**src/verilog/usart_pkg.sv**
```systemverilog
// Register map, field positions and reset values of the serial channel
package usart_pkg;
   // ==================================================
   // Register byte addresses
   localparam logic [7:0] OFF_DATA    = 8'h00;
   localparam logic [7:0] OFF_STAT_A  = 8'h04;
   localparam logic [7:0] OFF_CTRL_B  = 8'h08;
   localparam logic [7:0] OFF_CTRL_C  = 8'h0c;
   localparam logic [7:0] OFF_BAUD_LO = 8'h10;
   localparam logic [7:0] OFF_BAUD_HI = 8'h14;
   // ==================================================
   // Status and control A fields
   localparam int A_RXC  = 7;
   localparam int A_TXC  = 6;
   localparam int A_UDRE = 5;
   localparam int A_FE   = 4;
   localparam int A_DOR  = 3;
   localparam int A_PE   = 2;
   localparam int A_U2X  = 1;
   localparam int A_MPCM = 0;
   // ==================================================
   // Control B fields
   localparam int B_RXCIE = 7;
   localparam int B_TXCIE = 6;
   localparam int B_UDRIE = 5;
   localparam int B_RXEN  = 4;
   localparam int B_TXEN  = 3;
   localparam int B_CSZ2  = 2;
   localparam int B_RXB8  = 1;
   localparam int B_TXB8  = 0;
   // ==================================================
   // Control C fields
   localparam int C_UMSEL = 6;
   localparam int C_UPM1  = 5;
   localparam int C_UPM0  = 4;
   localparam int C_USBS  = 3;
   localparam int C_CSZ1  = 2;
   localparam int C_CSZ0  = 1;
   // ==================================================
   // Reset values
   localparam logic [7:0]  RST_STAT_A = 8'h20;
   localparam logic [7:0]  RST_CTRL_B = 8'h00;
   localparam logic [7:0]  RST_CTRL_C = 8'h06;
   localparam logic [11:0] RST_BAUD   = 12'h000;
   // ==================================================
   // Divider ticks per bit and receive FIFO depth
   localparam logic [4:0] TPB_NORMAL = 5'h10;
   localparam logic [4:0] TPB_DOUBLE = 5'h08;
   localparam logic [4:0] TPB_SYNC   = 5'h02;
   localparam logic [1:0] FIFO_DEPTH = 2'h2;
endpackage

```
**src/verilog/usart_regs.sv**
```systemverilog
// Serial channel with APB register file, transmitter and receiver
//
// Summary of operation
// - One data address: writes feed transmit buffer, reads return receive buffer.
// - Unused upper data bits ignored on transmit and read as zero on receive.
// - Data writes while buffer-empty flag is clear are discarded.
// - Enabled transmitter moves buffer into empty shift register and sends it.
// - Receive buffer is a two-entry FIFO advanced by every data read.
// - Receive-complete flag shows unread data; drops when receiver disable flushes.
// - Transmit-complete sets after frame out with buffer empty; cleared by ack or one.
// - Buffer-empty flag is one while buffer accepts data, and after reset.
// - Frame-error flag shows zero first stop bit of head character.
// - Overrun flag sets on start bit with FIFO full and a character held.
// - Parity-error flag shows parity failure of head character when checking enabled.
// - Double speed divides by 8 instead of 16 in asynchronous operation.
// - Multi-processor mode drops received frames carrying no address mark.
// - Each interrupt request needs its enable, global enable and status flag.
// - Receiver enable owns the receive pin; clearing it flushes data and errors.
// - Transmitter enable owns the transmit pin; disable waits for pending data.
// - Mode select zero is asynchronous, one is synchronous.
// - Parity mode: 00 off, 01 reserved, 10 even, 11 odd.
// - Stop select gives one or two transmitted stop bits; receiver ignores it.
// - Character size codes select five to nine data bits.
// - Twelve-bit divider; low-part write reloads the prescaler at once.
`timescale 1ns/1ps
`default_nettype none
module usart_regs
   import usart_pkg::*;
(
   // Clock and reset
   input  wire logic        pclk,
   input  wire logic        presetn,
   // APB slave
   input  wire logic        psel,
   input  wire logic        penable,
   input  wire logic        pwrite,
   input  wire logic [7:0]  paddr,
   input  wire logic [31:0] pwdata,
   output var  logic [31:0] prdata,
   output logic             pready,
   output logic             pslverr,
   // Interrupt handshake with the processor
   input  wire logic        global_irq_enable,
   input  wire logic        txc_irq_ack,
   output logic             rxc_irq_req,
   output logic             txc_irq_req,
   output logic             udre_irq_req,
   // Serial pins
   input  wire logic        rxd_pin,
   output logic             rxd_owned,
   output logic             txd_out,
   output logic             txd_oe
);
   // ==================================================
   // Register state
   typedef enum logic [2:0] {
      RX_IDLE  = 3'b001,
      RX_START = 3'b010,
      RX_SHIFT = 3'b100
   } rx_state_t;

   logic [7:0]  prdata_ff;
   logic        txc_ff, u2x_ff, mpcm_ff;
   logic        rxcie_ff, txcie_ff, udrie_ff, rxen_ff, txen_ff, csz2_ff, txb8_ff;
   logic        umsel_ff, usbs_ff;
   logic [1:0]  upm_ff, csz_lo_ff;
   logic [11:0] ubrr_ff, presc_ff;
   logic        dor_ff;
   // Transmit side
   logic [8:0]  tx_buf_ff;
   logic        tx_buf_v_ff, tx_busy_ff, tx_active_ff;
   logic [12:0] tx_frame_ff;
   logic [3:0]  tx_left_ff;
   logic [4:0]  tx_tick_ff;
   // Receive side
   rx_state_t   rx_state_ff;
   logic        rxd_meta_ff, rxd_sync_ff;
   logic [10:0] rx_shift_ff;
   logic [3:0]  rx_left_ff;
   logic [4:0]  rx_tick_ff;
   logic [10:0] fifo_ff [2];
   logic [1:0]  fifo_cnt_ff;
   logic [10:0] hold_ff;
   logic        hold_v_ff;

   // ==================================================
   // APB decode
   wire         acc      = psel & penable;
   wire         wr       = acc & pwrite;
   wire         rd       = acc & ~pwrite;
   wire         hit_data = paddr == OFF_DATA;
   wire         hit_a    = paddr == OFF_STAT_A;
   wire         hit_b    = paddr == OFF_CTRL_B;
   wire         hit_c    = paddr == OFF_CTRL_C;
   wire         hit_lo   = paddr == OFF_BAUD_LO;
   wire         hit_hi   = paddr == OFF_BAUD_HI;
   wire         mapped   = hit_data | hit_a | hit_b | hit_c | hit_lo | hit_hi;
   wire         wr_data  = wr & hit_data;
   wire         rd_data  = rd & hit_data;
   wire         wr_a     = wr & hit_a;
   wire         wr_lo    = wr & hit_lo;

   assign pready  = 1'b1;
   assign pslverr = acc & ~mapped;

   // ==================================================
   // Frame format
   function automatic logic [3:0] char_bits(input logic [2:0] code);
      unique case (code)
         3'b000:  char_bits = 4'd5;
         3'b001:  char_bits = 4'd6;
         3'b010:  char_bits = 4'd7;
         3'b111:  char_bits = 4'd9;
         default: char_bits = 4'd8; // Reserved codes act as eight bits
      endcase
   endfunction

   wire [3:0]  nbits    = char_bits({csz2_ff, csz_lo_ff});
   wire        par_en   = upm_ff[1];
   wire [8:0]  dmask    = 9'h1ff >> (4'd9 - nbits);
   wire [4:0]  tpb      = umsel_ff ? TPB_SYNC : (u2x_ff ? TPB_DOUBLE : TPB_NORMAL);
   wire [4:0]  half_tpb = {1'b0, tpb[4:1]};

   // ==================================================
   // Baud prescaler
   wire baud_tick = presc_ff == 12'h000;
   always_ff @(posedge pclk or negedge presetn) begin
      if (!presetn) begin
         presc_ff <= RST_BAUD;
      end else if (wr_lo) begin
         presc_ff <= {ubrr_ff[11:8], pwdata[7:0]};
      end else if (baud_tick) begin
         presc_ff <= ubrr_ff;
      end else begin
         presc_ff <= presc_ff - 12'h001;
      end
   end

   // ==================================================
   // Control registers
   always_ff @(posedge pclk or negedge presetn) begin
      if (!presetn) begin
         {u2x_ff, mpcm_ff} <= RST_STAT_A[1:0];
         {rxcie_ff, txcie_ff, udrie_ff, rxen_ff, txen_ff, csz2_ff, txb8_ff} <=
            {RST_CTRL_B[7:2], RST_CTRL_B[0]};
         {umsel_ff, upm_ff, usbs_ff, csz_lo_ff} <= RST_CTRL_C[6:1];
         ubrr_ff <= RST_BAUD;
      end else if (wr) begin
         if (hit_a) begin
            u2x_ff  <= pwdata[A_U2X];
            mpcm_ff <= pwdata[A_MPCM];
         end
         if (hit_b) begin
            {rxcie_ff, txcie_ff, udrie_ff} <= pwdata[7:5];
            {rxen_ff, txen_ff, csz2_ff} <= pwdata[4:2];
            txb8_ff <= pwdata[B_TXB8];
         end
         if (hit_c) begin
            {umsel_ff, upm_ff, usbs_ff, csz_lo_ff} <= pwdata[6:1];
         end
         if (hit_lo) begin
            ubrr_ff[7:0] <= pwdata[7:0];
         end
         if (hit_hi) begin
            ubrr_ff[11:8] <= pwdata[3:0];
         end
      end
   end

   // ==================================================
   // Transmit buffer and shifter
   wire       tx_load   = tx_active_ff & tx_buf_v_ff & ~tx_busy_ff;
   wire       tx_bitend = tx_busy_ff & baud_tick & (tx_tick_ff == tpb - 5'd1);
   wire       tx_done   = tx_bitend & (tx_left_ff == 4'd1);
   wire [8:0] tx_data   = tx_buf_ff & dmask;
   wire       tx_par    = ^tx_data ^ upm_ff[0];
   wire [9:0] tx_body   = {1'b0, tx_data} | ({9'h000, par_en & tx_par} << nbits);
   wire [3:0] tx_plen   = nbits + {3'b000, par_en};
   wire [12:0] tx_ones  = 13'h1fff << tx_plen;
   wire [12:0] tx_frame = {tx_ones[11:0] | {2'b00, tx_body}, 1'b0};
   wire [3:0] tx_total  = 4'd2 + tx_plen + {3'b000, usbs_ff};

   always_ff @(posedge pclk or negedge presetn) begin
      if (!presetn) begin
         tx_buf_ff   <= 9'h000;
         tx_buf_v_ff <= 1'b0;
      end else if (wr_data && !tx_buf_v_ff) begin
         tx_buf_ff   <= {txb8_ff, pwdata[7:0]};
         tx_buf_v_ff <= 1'b1;
      end else if (tx_load) begin
         tx_buf_v_ff <= 1'b0;
      end
   end

   always_ff @(posedge pclk or negedge presetn) begin
      if (!presetn) begin
         tx_busy_ff  <= 1'b0;
         tx_frame_ff <= 13'h1fff;
         tx_left_ff  <= 4'h0;
         tx_tick_ff  <= 5'h00;
      end else if (tx_load) begin
         tx_busy_ff  <= 1'b1;
         tx_frame_ff <= tx_frame;
         tx_left_ff  <= tx_total;
         tx_tick_ff  <= 5'h00;
      end else if (tx_bitend) begin
         tx_busy_ff  <= ~tx_done;
         tx_frame_ff <= {1'b1, tx_frame_ff[12:1]};
         tx_left_ff  <= tx_left_ff - 4'd1;
         tx_tick_ff  <= 5'h00;
      end else if (tx_busy_ff && baud_tick) begin
         tx_tick_ff  <= tx_tick_ff + 5'd1;
      end
   end

   // Pin stays owned until pending data has gone
   always_ff @(posedge pclk or negedge presetn) begin
      if (!presetn) begin
         tx_active_ff <= 1'b0;
      end else if (txen_ff) begin
         tx_active_ff <= 1'b1;
      end else if (!tx_busy_ff && !tx_buf_v_ff) begin
         tx_active_ff <= 1'b0;
      end
   end

   assign txd_oe  = tx_active_ff;
   assign txd_out = tx_busy_ff ? tx_frame_ff[0] : 1'b1;

   // Set wins over both clears
   always_ff @(posedge pclk or negedge presetn) begin
      if (!presetn) begin
         txc_ff <= RST_STAT_A[A_TXC];
      end else if (tx_done && !tx_buf_v_ff) begin
         txc_ff <= 1'b1;
      end else if (txc_irq_ack || (wr_a && pwdata[A_TXC])) begin
         txc_ff <= 1'b0;
      end
   end

   // ==================================================
   // Receive line synchroniser and framer
   always_ff @(posedge pclk or negedge presetn) begin
      if (!presetn) begin
         rxd_meta_ff <= 1'b1;
         rxd_sync_ff <= 1'b1;
      end else begin
         rxd_meta_ff <= rxd_pin;
         rxd_sync_ff <= rxd_meta_ff;
      end
   end

   wire        fifo_full = fifo_cnt_ff == FIFO_DEPTH;
   wire        rx_start  = rxen_ff & (rx_state_ff == RX_IDLE) & ~rxd_sync_ff;
   wire        rx_mid_s  = baud_tick & (rx_tick_ff == half_tpb - 5'd1);
   wire        rx_mid    = baud_tick & (rx_tick_ff == tpb - 5'd1);
   wire [3:0]  rx_total  = tx_plen + 4'd1; // Receiver checks one stop bit only
   wire        rx_done   = (rx_state_ff == RX_SHIFT) & rx_mid & (rx_left_ff == 4'd1);
   wire [10:0] rx_frame  = {rxd_sync_ff, rx_shift_ff[10:1]};
   wire [10:0] rx_align  = rx_frame >> (4'd11 - rx_total);
   wire [8:0]  rx_data   = rx_align[8:0] & dmask;
   wire        rx_pbit   = rx_align[nbits];
   wire        rx_stop   = rx_align[tx_plen];
   wire        rx_perr   = par_en & ((^rx_data ^ rx_pbit) != upm_ff[0]);
   wire        rx_ferr   = ~rx_stop;
   wire        rx_addr   = (nbits == 4'd9) ? rx_data[8] : rx_stop;
   wire        rx_keep   = rx_done & (~mpcm_ff | rx_addr);
   wire [10:0] rx_entry  = {rx_ferr, rx_perr, rx_data};

   always_ff @(posedge pclk or negedge presetn) begin
      if (!presetn) begin
         rx_state_ff <= RX_IDLE;
         rx_shift_ff <= 11'h000;
         rx_left_ff  <= 4'h0;
         rx_tick_ff  <= 5'h00;
      end else if (!rxen_ff) begin
         rx_state_ff <= RX_IDLE;
      end else begin
         unique case (rx_state_ff)
            RX_IDLE: begin
               rx_tick_ff <= 5'h00;
               if (rx_start) begin
                  rx_state_ff <= RX_START;
               end
            end
            RX_START: begin
               if (rx_mid_s) begin
                  rx_tick_ff  <= 5'h00;
                  rx_left_ff  <= rx_total;
                  rx_state_ff <= rxd_sync_ff ? RX_IDLE : RX_SHIFT;
               end else if (baud_tick) begin
                  rx_tick_ff <= rx_tick_ff + 5'd1;
               end
            end
            RX_SHIFT: begin
               if (rx_mid) begin
                  rx_tick_ff  <= 5'h00;
                  rx_shift_ff <= rx_frame;
                  rx_left_ff  <= rx_left_ff - 4'd1;
                  if (rx_left_ff == 4'd1) begin
                     rx_state_ff <= RX_IDLE;
                  end
               end else if (baud_tick) begin
                  rx_tick_ff <= rx_tick_ff + 5'd1;
               end
            end
            default: rx_state_ff <= RX_IDLE;
         endcase
      end
   end

   // ==================================================
   // Receive FIFO with one character held behind it
   wire        pop       = rd_data & (fifo_cnt_ff != 2'd0);
   wire        fifo_free = ~fifo_full | pop;
   wire        push_hold = hold_v_ff & fifo_free;
   wire        push_new  = rx_keep & ~hold_v_ff & fifo_free;
   wire        push      = push_hold | push_new;
   wire [10:0] push_val  = hold_v_ff ? hold_ff : rx_entry;
   wire [1:0]  cnt_pop   = fifo_cnt_ff - {1'b0, pop};
   wire        ovr_event = rx_start & fifo_full & hold_v_ff;

   always_ff @(posedge pclk or negedge presetn) begin
      if (!presetn) begin
         fifo_cnt_ff <= 2'd0;
         fifo_ff[0]  <= 11'h000;
         fifo_ff[1]  <= 11'h000;
      end else if (!rxen_ff) begin
         fifo_cnt_ff <= 2'd0;
      end else begin
         if (pop) begin
            fifo_ff[0] <= fifo_ff[1];
         end
         if (push) begin
            fifo_ff[cnt_pop[0]] <= push_val;
         end
         fifo_cnt_ff <= cnt_pop + {1'b0, push};
      end
   end

   always_ff @(posedge pclk or negedge presetn) begin
      if (!presetn) begin
         hold_v_ff <= 1'b0;
         hold_ff   <= 11'h000;
      end else if (!rxen_ff) begin
         hold_v_ff <= 1'b0;
      end else if (push_hold) begin
         hold_v_ff <= rx_keep;
         hold_ff   <= rx_entry;
      end else if (rx_keep && !hold_v_ff && !fifo_free) begin
         hold_v_ff <= 1'b1;
         hold_ff   <= rx_entry;
      end
   end

   // Overrun set wins over the read that clears it
   always_ff @(posedge pclk or negedge presetn) begin
      if (!presetn) begin
         dor_ff <= 1'b0;
      end else if (!rxen_ff) begin
         dor_ff <= 1'b0;
      end else if (ovr_event) begin
         dor_ff <= 1'b1;
      end else if (rd_data) begin
         dor_ff <= 1'b0;
      end
   end

   assign rxd_owned = rxen_ff;

   // ==================================================
   // Status view and read data
   wire       rxc_flag  = fifo_cnt_ff != 2'd0;
   wire       udre_flag = ~tx_buf_v_ff;
   wire [10:0] head     = rxc_flag ? fifo_ff[0] : 11'h000;
   wire [7:0] stat_a    = {rxc_flag, txc_ff, udre_flag, head[10], dor_ff, head[9],
                           u2x_ff, mpcm_ff};
   wire [7:0] ctrl_b    = {rxcie_ff, txcie_ff, udrie_ff, rxen_ff, txen_ff, csz2_ff,
                           head[8], txb8_ff};
   wire [7:0] ctrl_c    = {1'b0, umsel_ff, upm_ff, usbs_ff, csz_lo_ff, 1'b0};
   wire [7:0] rd_mux    = hit_data ? head[7:0] :
                          hit_a    ? stat_a :
                          hit_b    ? ctrl_b :
                          hit_c    ? ctrl_c :
                          hit_lo   ? ubrr_ff[7:0] :
                          hit_hi   ? {4'h0, ubrr_ff[11:8]} : 8'h00;

   // Read data is captured in the setup cycle
   always_ff @(posedge pclk or negedge presetn) begin
      if (!presetn) begin
         prdata_ff <= 8'h00;
      end else if (psel && !penable && !pwrite) begin
         prdata_ff <= rd_mux;
      end
   end
   assign prdata = {24'h000000, prdata_ff};

   assign rxc_irq_req  = global_irq_enable & rxcie_ff & rxc_flag;
   assign txc_irq_req  = global_irq_enable & txcie_ff & txc_ff;
   assign udre_irq_req = global_irq_enable & udrie_ff & udre_flag;

   // ==================================================
   // Checks
   property p_write_ignored;
      @(posedge pclk) disable iff (!presetn)
      (wr_data && tx_buf_v_ff) |=> $stable(tx_buf_ff);
   endproperty
   a_write_ignored: assert property (p_write_ignored)
      else $error("data write accepted while buffer full");

   property p_load;
      @(posedge pclk) disable iff (!presetn)
      tx_load |=> tx_busy_ff && udre_flag && !txd_out;
   endproperty
   a_load: assert property (p_load)
      else $error("buffer not moved into shifter");

   property p_pop;
      @(posedge pclk) disable iff (!presetn)
      (rxen_ff && rd_data && fifo_cnt_ff == 2'd2 && !push) |=> fifo_cnt_ff == 2'd1;
   endproperty
   a_pop: assert property (p_pop)
      else $error("data read did not advance receive fifo");

   property p_flush;
      @(posedge pclk) disable iff (!presetn)
      !rxen_ff |=> !stat_a[A_RXC] && !stat_a[A_FE] && !stat_a[A_DOR] && !stat_a[A_PE];
   endproperty
   a_flush: assert property (p_flush)
      else $error("receiver disable left data or errors");

   property p_txc_set;
      @(posedge pclk) disable iff (!presetn)
      (tx_done && !tx_buf_v_ff) |=> txc_ff;
   endproperty
   a_txc_set: assert property (p_txc_set)
      else $error("transmit complete not set");

   property p_txc_clr;
      @(posedge pclk) disable iff (!presetn)
      (wr_a && pwdata[A_TXC] && !tx_done) |=> !txc_ff;
   endproperty
   a_txc_clr: assert property (p_txc_clr)
      else $error("transmit complete not cleared by write of one");

   property p_irq;
      @(posedge pclk) disable iff (!presetn)
      (rxc_irq_req || txc_irq_req || udre_irq_req) |-> global_irq_enable;
   endproperty
   a_irq: assert property (p_irq)
      else $error("interrupt request without global enable");

   property p_release;
      @(posedge pclk) disable iff (!presetn)
      (!txen_ff && !tx_busy_ff && !tx_buf_v_ff) |=> !txd_oe;
   endproperty
   a_release: assert property (p_release)
      else $error("transmit pin kept after disable");

   property p_prescale;
      @(posedge pclk) disable iff (!presetn)
      wr_lo |=> presc_ff == {$past(ubrr_ff[11:8]), $past(pwdata[7:0])};
   endproperty
   a_prescale: assert property (p_prescale)
      else $error("prescaler not reloaded on low divider write");
endmodule
`default_nettype wire
```
**config.mk**
```make
export PLATFORM = sky130hd
export DESIGN_NAME = usart_regs
export DESIGN_NICKNAME = d
export VERILOG_FILES = /design/src/verilog/usart_pkg.sv /design/src/verilog/usart_regs.sv
export SDC_FILE = /design/constraint.sdc
export NUM_CORES = 1
export LEC_CHECK = 0
export BUFFER_PORTS_ARGS = -buffer_cell sky130_fd_sc_hd__buf_2
export CORE_ASPECT_RATIO = 0.7
export CORE_MARGIN = 1
export CORE_UTILIZATION = 55
export CTS_CLUSTER_SIZE = 12
export DETAILED_ROUTE_END_ITERATION = 16
export GPL_ROUTABILITY_DRIVEN = 1
export GPL_TIMING_DRIVEN = 0
export PLACE_DENSITY = 0.86
export SLEW_MARGIN = 40
export SYNTH_ARGS = -nofsm -noshare
export SYNTH_HDL_FRONTEND = slang
export SYNTH_SLANG_ARGS = --single-unit
```
**constraint.sdc**
```tcl
create_clock -name pclk -period 12.74 [get_ports pclk]
set_clock_uncertainty 0.05 [all_clocks]
set_input_delay 1.911 -clock pclk [delete_from_list [all_inputs] [get_ports pclk]]
set_output_delay 1.911 -clock pclk [all_outputs]
set_load 0.02 [all_outputs]
```
# Word level (Yosys, flattened, before mapping)
# Cells that the tools add are included.
word_totals:
  wordCells: 251
  ff_bits: 144
classes:
  n_addsub: 15
  bitwise_logic: 59
  eq_ne: 27
  shift: 4
  n_mux: 63
  reduce_logical: 42
  n_lt_le_gt_ge: 4
op_table:
  columns: ["cell", "n"]
  rows:
  - ["$mux W11", 7]
  - ["$mux W5", 8]
  - ["$mux W8", 5]
  - ["$and A1 B1 Y1", 34]
  - ["$mux W13", 2]
  - ["$mux W12", 2]
  - ["$bwmux W22", 1]
  - ["$mux W22", 1]
  - ["$mux W4", 5]
  - ["$and A9 B9 Y9", 2]
  - ["$mux W1", 18]
  - ["$mux W3", 6]
  - ["$reduce_xor A9 Y1", 2]
  - ["$eq A8 B4 Y1 const B", 2]
  - ["$eq A8 B5 Y1 const B", 2]
  - ["$pmux W4 S4", 1]
  - ["$reduce_and A2 Y1", 8]
  - ["$eq A5 B5 Y1", 3]
  - ["$pmux W5 S3", 1]
  - ["$reduce_bool A2 Y1", 7]
  - ["$shl A13 B4 Y12 const A", 1]
  - ["$logic_not A12 Y1", 1]
  - ["$or A12 B10 Y12", 1]
  - ["$sub A12 B1 Y12 const B", 1]
  - ["46 further kinds", 93]

# Logic depth before layout (Yosys ltp)
logic_depth:
  depth_word: 16
  ltp_mapped: 23
  depth_no_buf: 19

# Worst setup path before layout
# OpenSTA, ideal clock, no wires.
synth_timing:
  path_kind: "register -> register"
  startpoint: "reg csz_lo_ff[0]"
  endpoint: "reg fifo_ff[20] (netlist name)"
  setup_slack_ns: 7.823
  setup_ns: 0.065
  period_less_slack_ns: 4.917
  path_buffers: 6
  path_stages_with_launch: 21
  arrival_time_ns: 4.802
  cell_sequence: "dfstp_2 -> buf_2 -> buf_1 -> nand3_1 -> o21ai_0 -> ha_1 -> ha_1 -> buf_2 -> xor2_1 -> ha_1 -> clkbuf_1 -> clkbuf_1 -> clkbuf_1 -> nand3_1 -> o31ai_1 -> mux2i_1 -> o21ai_0 -> xor2_1 -> xnor3_1 -> o31ai_2 -> o221a_2"
synth_via:
  elab_chain_len: 15
synth_lines:
  columns: ["item", "line", "rtl"]
  rows:
  - ["start, declared", "usart_regs.sv:66", "logic [1:0] upm_ff, csz_lo_ff;"]
  - ["start signal, assigned", "usart_regs.sv:146", "{umsel_ff, upm_ff, usbs_ff, csz_lo_ff} <= RST_CTRL_C[6:1];"]
  - ["start signal, assigned", "usart_regs.sv:159", "{umsel_ff, upm_ff, usbs_ff, csz_lo_ff} <= pwdata[6:1];"]
  - ["$eq A3 B3 Y1 (tied with other cells)", "usart_regs.sv:109", "unique case (code)"]
  - ["$pmux W4 S4 (*)", "usart_regs.sv:109", null]
  - ["$add A4 B1 Y4", "usart_regs.sv:178", "wire [3:0] tx_plen = nbits + {3'b000, par_en};"]
  - ["$add A4 B1 Y4", "usart_regs.sv:257", "wire [3:0] rx_total = tx_plen + 4'd1;"]
  - ["$sub A4 B4 Y4", "usart_regs.sv:260", "wire [10:0] rx_align = rx_frame >> (4'd11 - rx_total);"]
  - ["$shr A11 B4 Y11", "usart_regs.sv:260", null]
  - ["$bmux W1 S4", "usart_regs.sv:263", "wire rx_stop = rx_align[tx_plen];"]
  - ["$mux W1 (not written as such)", "usart_regs.sv:263", null]
  - ["$mux W1", "usart_regs.sv:266", "wire rx_addr = (nbits == 4'd9) ? rx_data[8] : rx_stop;"]
  - ["$or A1 B1 Y1", "usart_regs.sv:267", "wire rx_keep = rx_done & (~mpcm_ff | rx_addr);"]
  - ["$and A1 B1 Y1", "usart_regs.sv:267", null]
  - ["$and A1 B1 Y1 (2 in a row)", "usart_regs.sv:317", "wire push_new = rx_keep & ~hold_v_ff & fifo_free;"]
  - ["$or A1 B1 Y1", "usart_regs.sv:318", "wire push = push_hold | push_new;"]
  - ["$mux W22 (*)", "usart_regs.sv:334", "if (push) begin"]
  - ["end signal, assigned by index", "usart_regs.sv:335", "fifo_ff[cnt_pop[0]] <= push_val;"]
  - ["end, declared", "usart_regs.sv:81", "logic [10:0] fifo_ff [2];"]
# Mark *: on every way between the ends. The rest lies on a longest branch, timed or not. The select of a mux whose other input is x is not followed.
# A chain may end at the register's enable or synchronous reset.

# Worst setup path in the final report
# Same ends and word-level chain as after synthesis.

==> flow_metrics.env <==
export IMPL_cp_max_fo=10
export IMPL_fmax_mhz=149
export IMPL_vias=7677
export IMPL_cp_end_kind="register"
export IMPL_cts_inserted_buffers=17
export IMPL_ys_flop_type="dfrtp_1"
export IMPL_ctsHoldBuffers=0
export IMPL_grt_pass1_vias=7030
export IMPL_period_needed_ns=6.70
export IMPL_drtAntennaViolNets=0
export IMPL_syn_inst=951
export IMPL_ys_types=88
export IMPL_seq_area_frac_synth=0.409
export IMPL_ys_ff_latch=143
export IMPL_maxSlewViolCount=0
export IMPL_hold_start="rxd_meta_ff$_DFF_PN1_"
export IMPL_yosysWarningCount=0
export IMPL_cts_sinks=143
export IMPL_status="completed"
export IMPL_synthArstFlopShare=1.00
export IMPL_synth_edf_count=0
export IMPL_antenna_cells=0
export IMPL_whs_path_depth=0
export IMPL_rsz0062_at_grt="false"
export IMPL_cts_repair_resized=0
export IMPL_grt_pass1_wl_um=36900
export IMPL_critPathRequiredTime_ns=13.06
export IMPL_hold_path_class="register to register"
export IMPL_areaGrowthSynthToFinish_pct=13.1
export IMPL_yosysTopAreaCell="dfrtp_1"
export IMPL_die_area_um2=16500
export IMPL_wl_per_cell_um=18.8
export IMPL_cp_start_kind="register"
export IMPL_drt_iter0_drc=934
export IMPL_drive_above_1_share=0.196
export IMPL_cts_setup_buffers=0
export IMPL_reg2reg_setup_slack_ns=6.04
export IMPL_ir_drop_mv=0.0942
export IMPL_r2r_cells=20
export IMPL_critPathMaxStageDelay_ns=0.65
export IMPL_path_buf_inv=6
export IMPL_synth_top_area_frac=0.355
export IMPL_grt_overflow=0
export IMPL_path_cells="buf_2 -> buf_1 -> nand3_1 -> o21ai_0 -> ha_1 -> ha_1 -> buf_2 -> xor2_1 -> ha_1 -> clkbuf_1 -> clkbuf_1 -> clkbuf_1 -> nand3_1 -> o31ai_1 -> mux2i_1 -> o21ai_0 -> xor2_1 -> xnor3_1 -> o31ai_2 -> o221a_2"
export IMPL_n_fill_cell=1249
export IMPL_hold_worst_slack_ns=0.306
export IMPL_synth_area_per_cell_um2=9.27
export IMPL_io_buffers=36
export IMPL_dieWidth_um=153
export IMPL_core_area_um2=15600
export IMPL_clk_pin_slew_worst_paths_ns=0.06
export IMPL_drc=0
export IMPL_synthTopCellsByArea="dfrtp_1 (35%), nand2_1 (5.7%), mux2_2 (5.6%)"
export IMPL_die_y_um=108
export IMPL_powerDensity_nw_per_um2=129
export IMPL_critical_path_top_delay_family="buffers and inverters"
export IMPL_synth_commonest_cells="nand2_1 (135), dfrtp_1 (125), nor2_1 (80)"
export IMPL_leakagePower_uw=0.00458
export IMPL_firstDrtPassIters=8
export IMPL_wl_um=23300
export IMPL_routabilityCongestion=0.949
export IMPL_hold_end="rxd_sync_ff$_DFF_PN1_"
export IMPL_grtUsageTotal=0.289
export IMPL_max_slew_worst_pin_slew_ns=0.773
export IMPL_clock_latency_ns=0.43
export IMPL_relSlewSlack=0.483
export IMPL_dp_hpwl_um=16700
export IMPL_crit_type="register to register"
export IMPL_num_rows=38
export IMPL_htreeDepth=4
export IMPL_setup_viol=0
export IMPL_final_setup_tns_ns=0
export IMPL_initial_utilization=0.565
export IMPL_crit_arrival_ns=7.02
export IMPL_cts_tree="done"
export IMPL_slowest_stage="xor2_1"
export IMPL_ioPinCount=88
export IMPL_antenna_found_initial=0
export IMPL_yosysMostFrequentCell="nand2_1"
export IMPL_maxCapViolCount=0
export IMPL_grt_max_degree=74
export IMPL_layout_nets=1098
export IMPL_hold_violations=0
export IMPL_ctsRootBufferMaster="clkbuf_16"
export IMPL_worstReg2RegStart="csz_lo_ff[0]$_DFFE_PN1P_"
export IMPL_fin_crit_sh=0.526
export IMPL_cts_buffer_depth=2
export IMPL_vias_per_cell=6.18
export IMPL_r2r_end="fifo_ff[20]$_DFFE_PN0P_"
export IMPL_synth_cell_area_um2=8810
[routing by layer]
layer,up-vias,wire length (µm),track usage,share of wire
li1,3482,-,-,-
met1,3769,10500,0.430,0.45
met2,371,10100,0.427,0.43
met3,55,2270,0.0628,0.097
met4,0,380,0.0758,0.016
met5,-,0,0,0
[power by group]
| group | switching, µW | total [µW] | leakage [µW] | internal [µW] |
|---|---|---|---|---|
| registers | 40.1 | 552 | 0.00185 | 512 |
| clock network | 212 | 503 | 0.000279 | 291 |
| logic | 135 | 230 | 0.00245 | 95.3 |
[flip-flops by register name (all words and copies together) (netlist names), 2 cells and up, named ones only]
register / flops
fifo_ff: 11
csz_lo_ff: 2
tx_buf_ff: 9
fifo_cnt_ff: 2
rx_tick_ff: 5
rx_state_ff: 3
ubrr_ff: 12
tx_left_ff: 4
tx_frame_ff: 13
presc_ff: 12
hold_ff: 11
prdata_ff: 8
rx_shift_ff: 10
tx_tick_ff: 5
upm_ff: 2
rx_left_ff: 4
[layout by cell type (no fill, tap or decap), types with 5 or more instances in the layout]
cell type / instances
a21oi_1: 50
a22oi_1: 5
a2bb2oi_1: 8
a31oi_1: 11
and2_1: 5
and3_1: 6
buf_2: 46
buf_4: 25
clkbuf_1: 32
clkbuf_16: 17
conb_1: 25
dfrtp_1: 125
dfstp_2: 18
ha_1: 20
inv_1: 31
mux2_1: 5
mux2_2: 44
mux2i_1: 29
mux4_2: 6
nand2_1: 135
nand2b_1: 14
nand3_1: 21
nand4_1: 6
nand4b_1: 5
nor2_1: 80
nor2b_1: 9
nor3_1: 22
o211ai_1: 7
o21ai_0: 69
o22ai_1: 6
or2_1: 6
or2_2: 5
xnor2_1: 25
xor2_1: 14
[stage by stage]
| stage | util | area [µm²] | total power, µW | instances | setup WS [ns] |
|---|---|---|---|---|---|
| floorplan | - | 8900 | 712 | 974 | 7.82 |
| global placement | 0.598 | 9330 | 770 | 1210 | 6.71 |
| detailed placement | 0.601 | 9370 | 780 | 1211 | 6.56 |
| CTS | 0.638 | 9950 | 1280 | 1242 | 6.35 |
| global route | 0.639 | 9970 | 1330 | 1242 | 5.86 |
| finish | 0.639 | 9970 | 1280 | 1242 | 6.04 |
[logic make-up (layout without fill, tap and decap cells)]
family,after synthesis,in the layout,synth area share
DFF,143,143,0.409
muxes,85,85,0.112
AOI/OAI and AO/OA,211,211,0.162
buffers and inverters,105,173,0.0586
and+or+nand+nor,341,341,0.181
adders and majority gates,21,21,0.0295
xor gates and xnor gates,43,43,0.0476
other,2,25,0.000852
[worst max path at each step]
stage / startpoint / to / slack, ns / cells past startpoint
floorplan: csz_lo_ff[0]$_DFFE_PN1P_ / fifo_ff[20]$_DFFE_PN0P_ / 7.82 / 20
global placement: csz_lo_ff[0]$_DFFE_PN1P_ / fifo_ff[20]$_DFFE_PN0P_ / 6.71 / 20
detailed placement: csz_lo_ff[0]$_DFFE_PN1P_ / fifo_ff[20]$_DFFE_PN0P_ / 6.56 / 20
CTS: csz_lo_ff[0]$_DFFE_PN1P_ / fifo_ff[20]$_DFFE_PN0P_ / 6.35 / 20
global route: csz_lo_ff[0]$_DFFE_PN1P_ / fifo_ff[20]$_DFFE_PN0P_ / 5.86 / 20
finish: csz_lo_ff[0]$_DFFE_PN1P_ / fifo_ff[20]$_DFFE_PN0P_ / 6.04 / 20
[area by class of cell]
cell class | instances | area, µm² | share of cell area
Timing Repair Buffer | 37 | 218 | 0.0218
Tap cell | 200 | 250 | 0.0251
Inverter | 32 | 120 | 0.0121
Buffer | 73 | 397 | 0.0398
Sequential cell | 143 | 3600 | 0.361
Clock buffer | 17 | 425 | 0.0427
Clock inverter | 14 | 160 | 0.0161
Multi-Input combinational cell | 726 | 4800 | 0.481
Note: power is estimated with default switching activity, not from simulation.
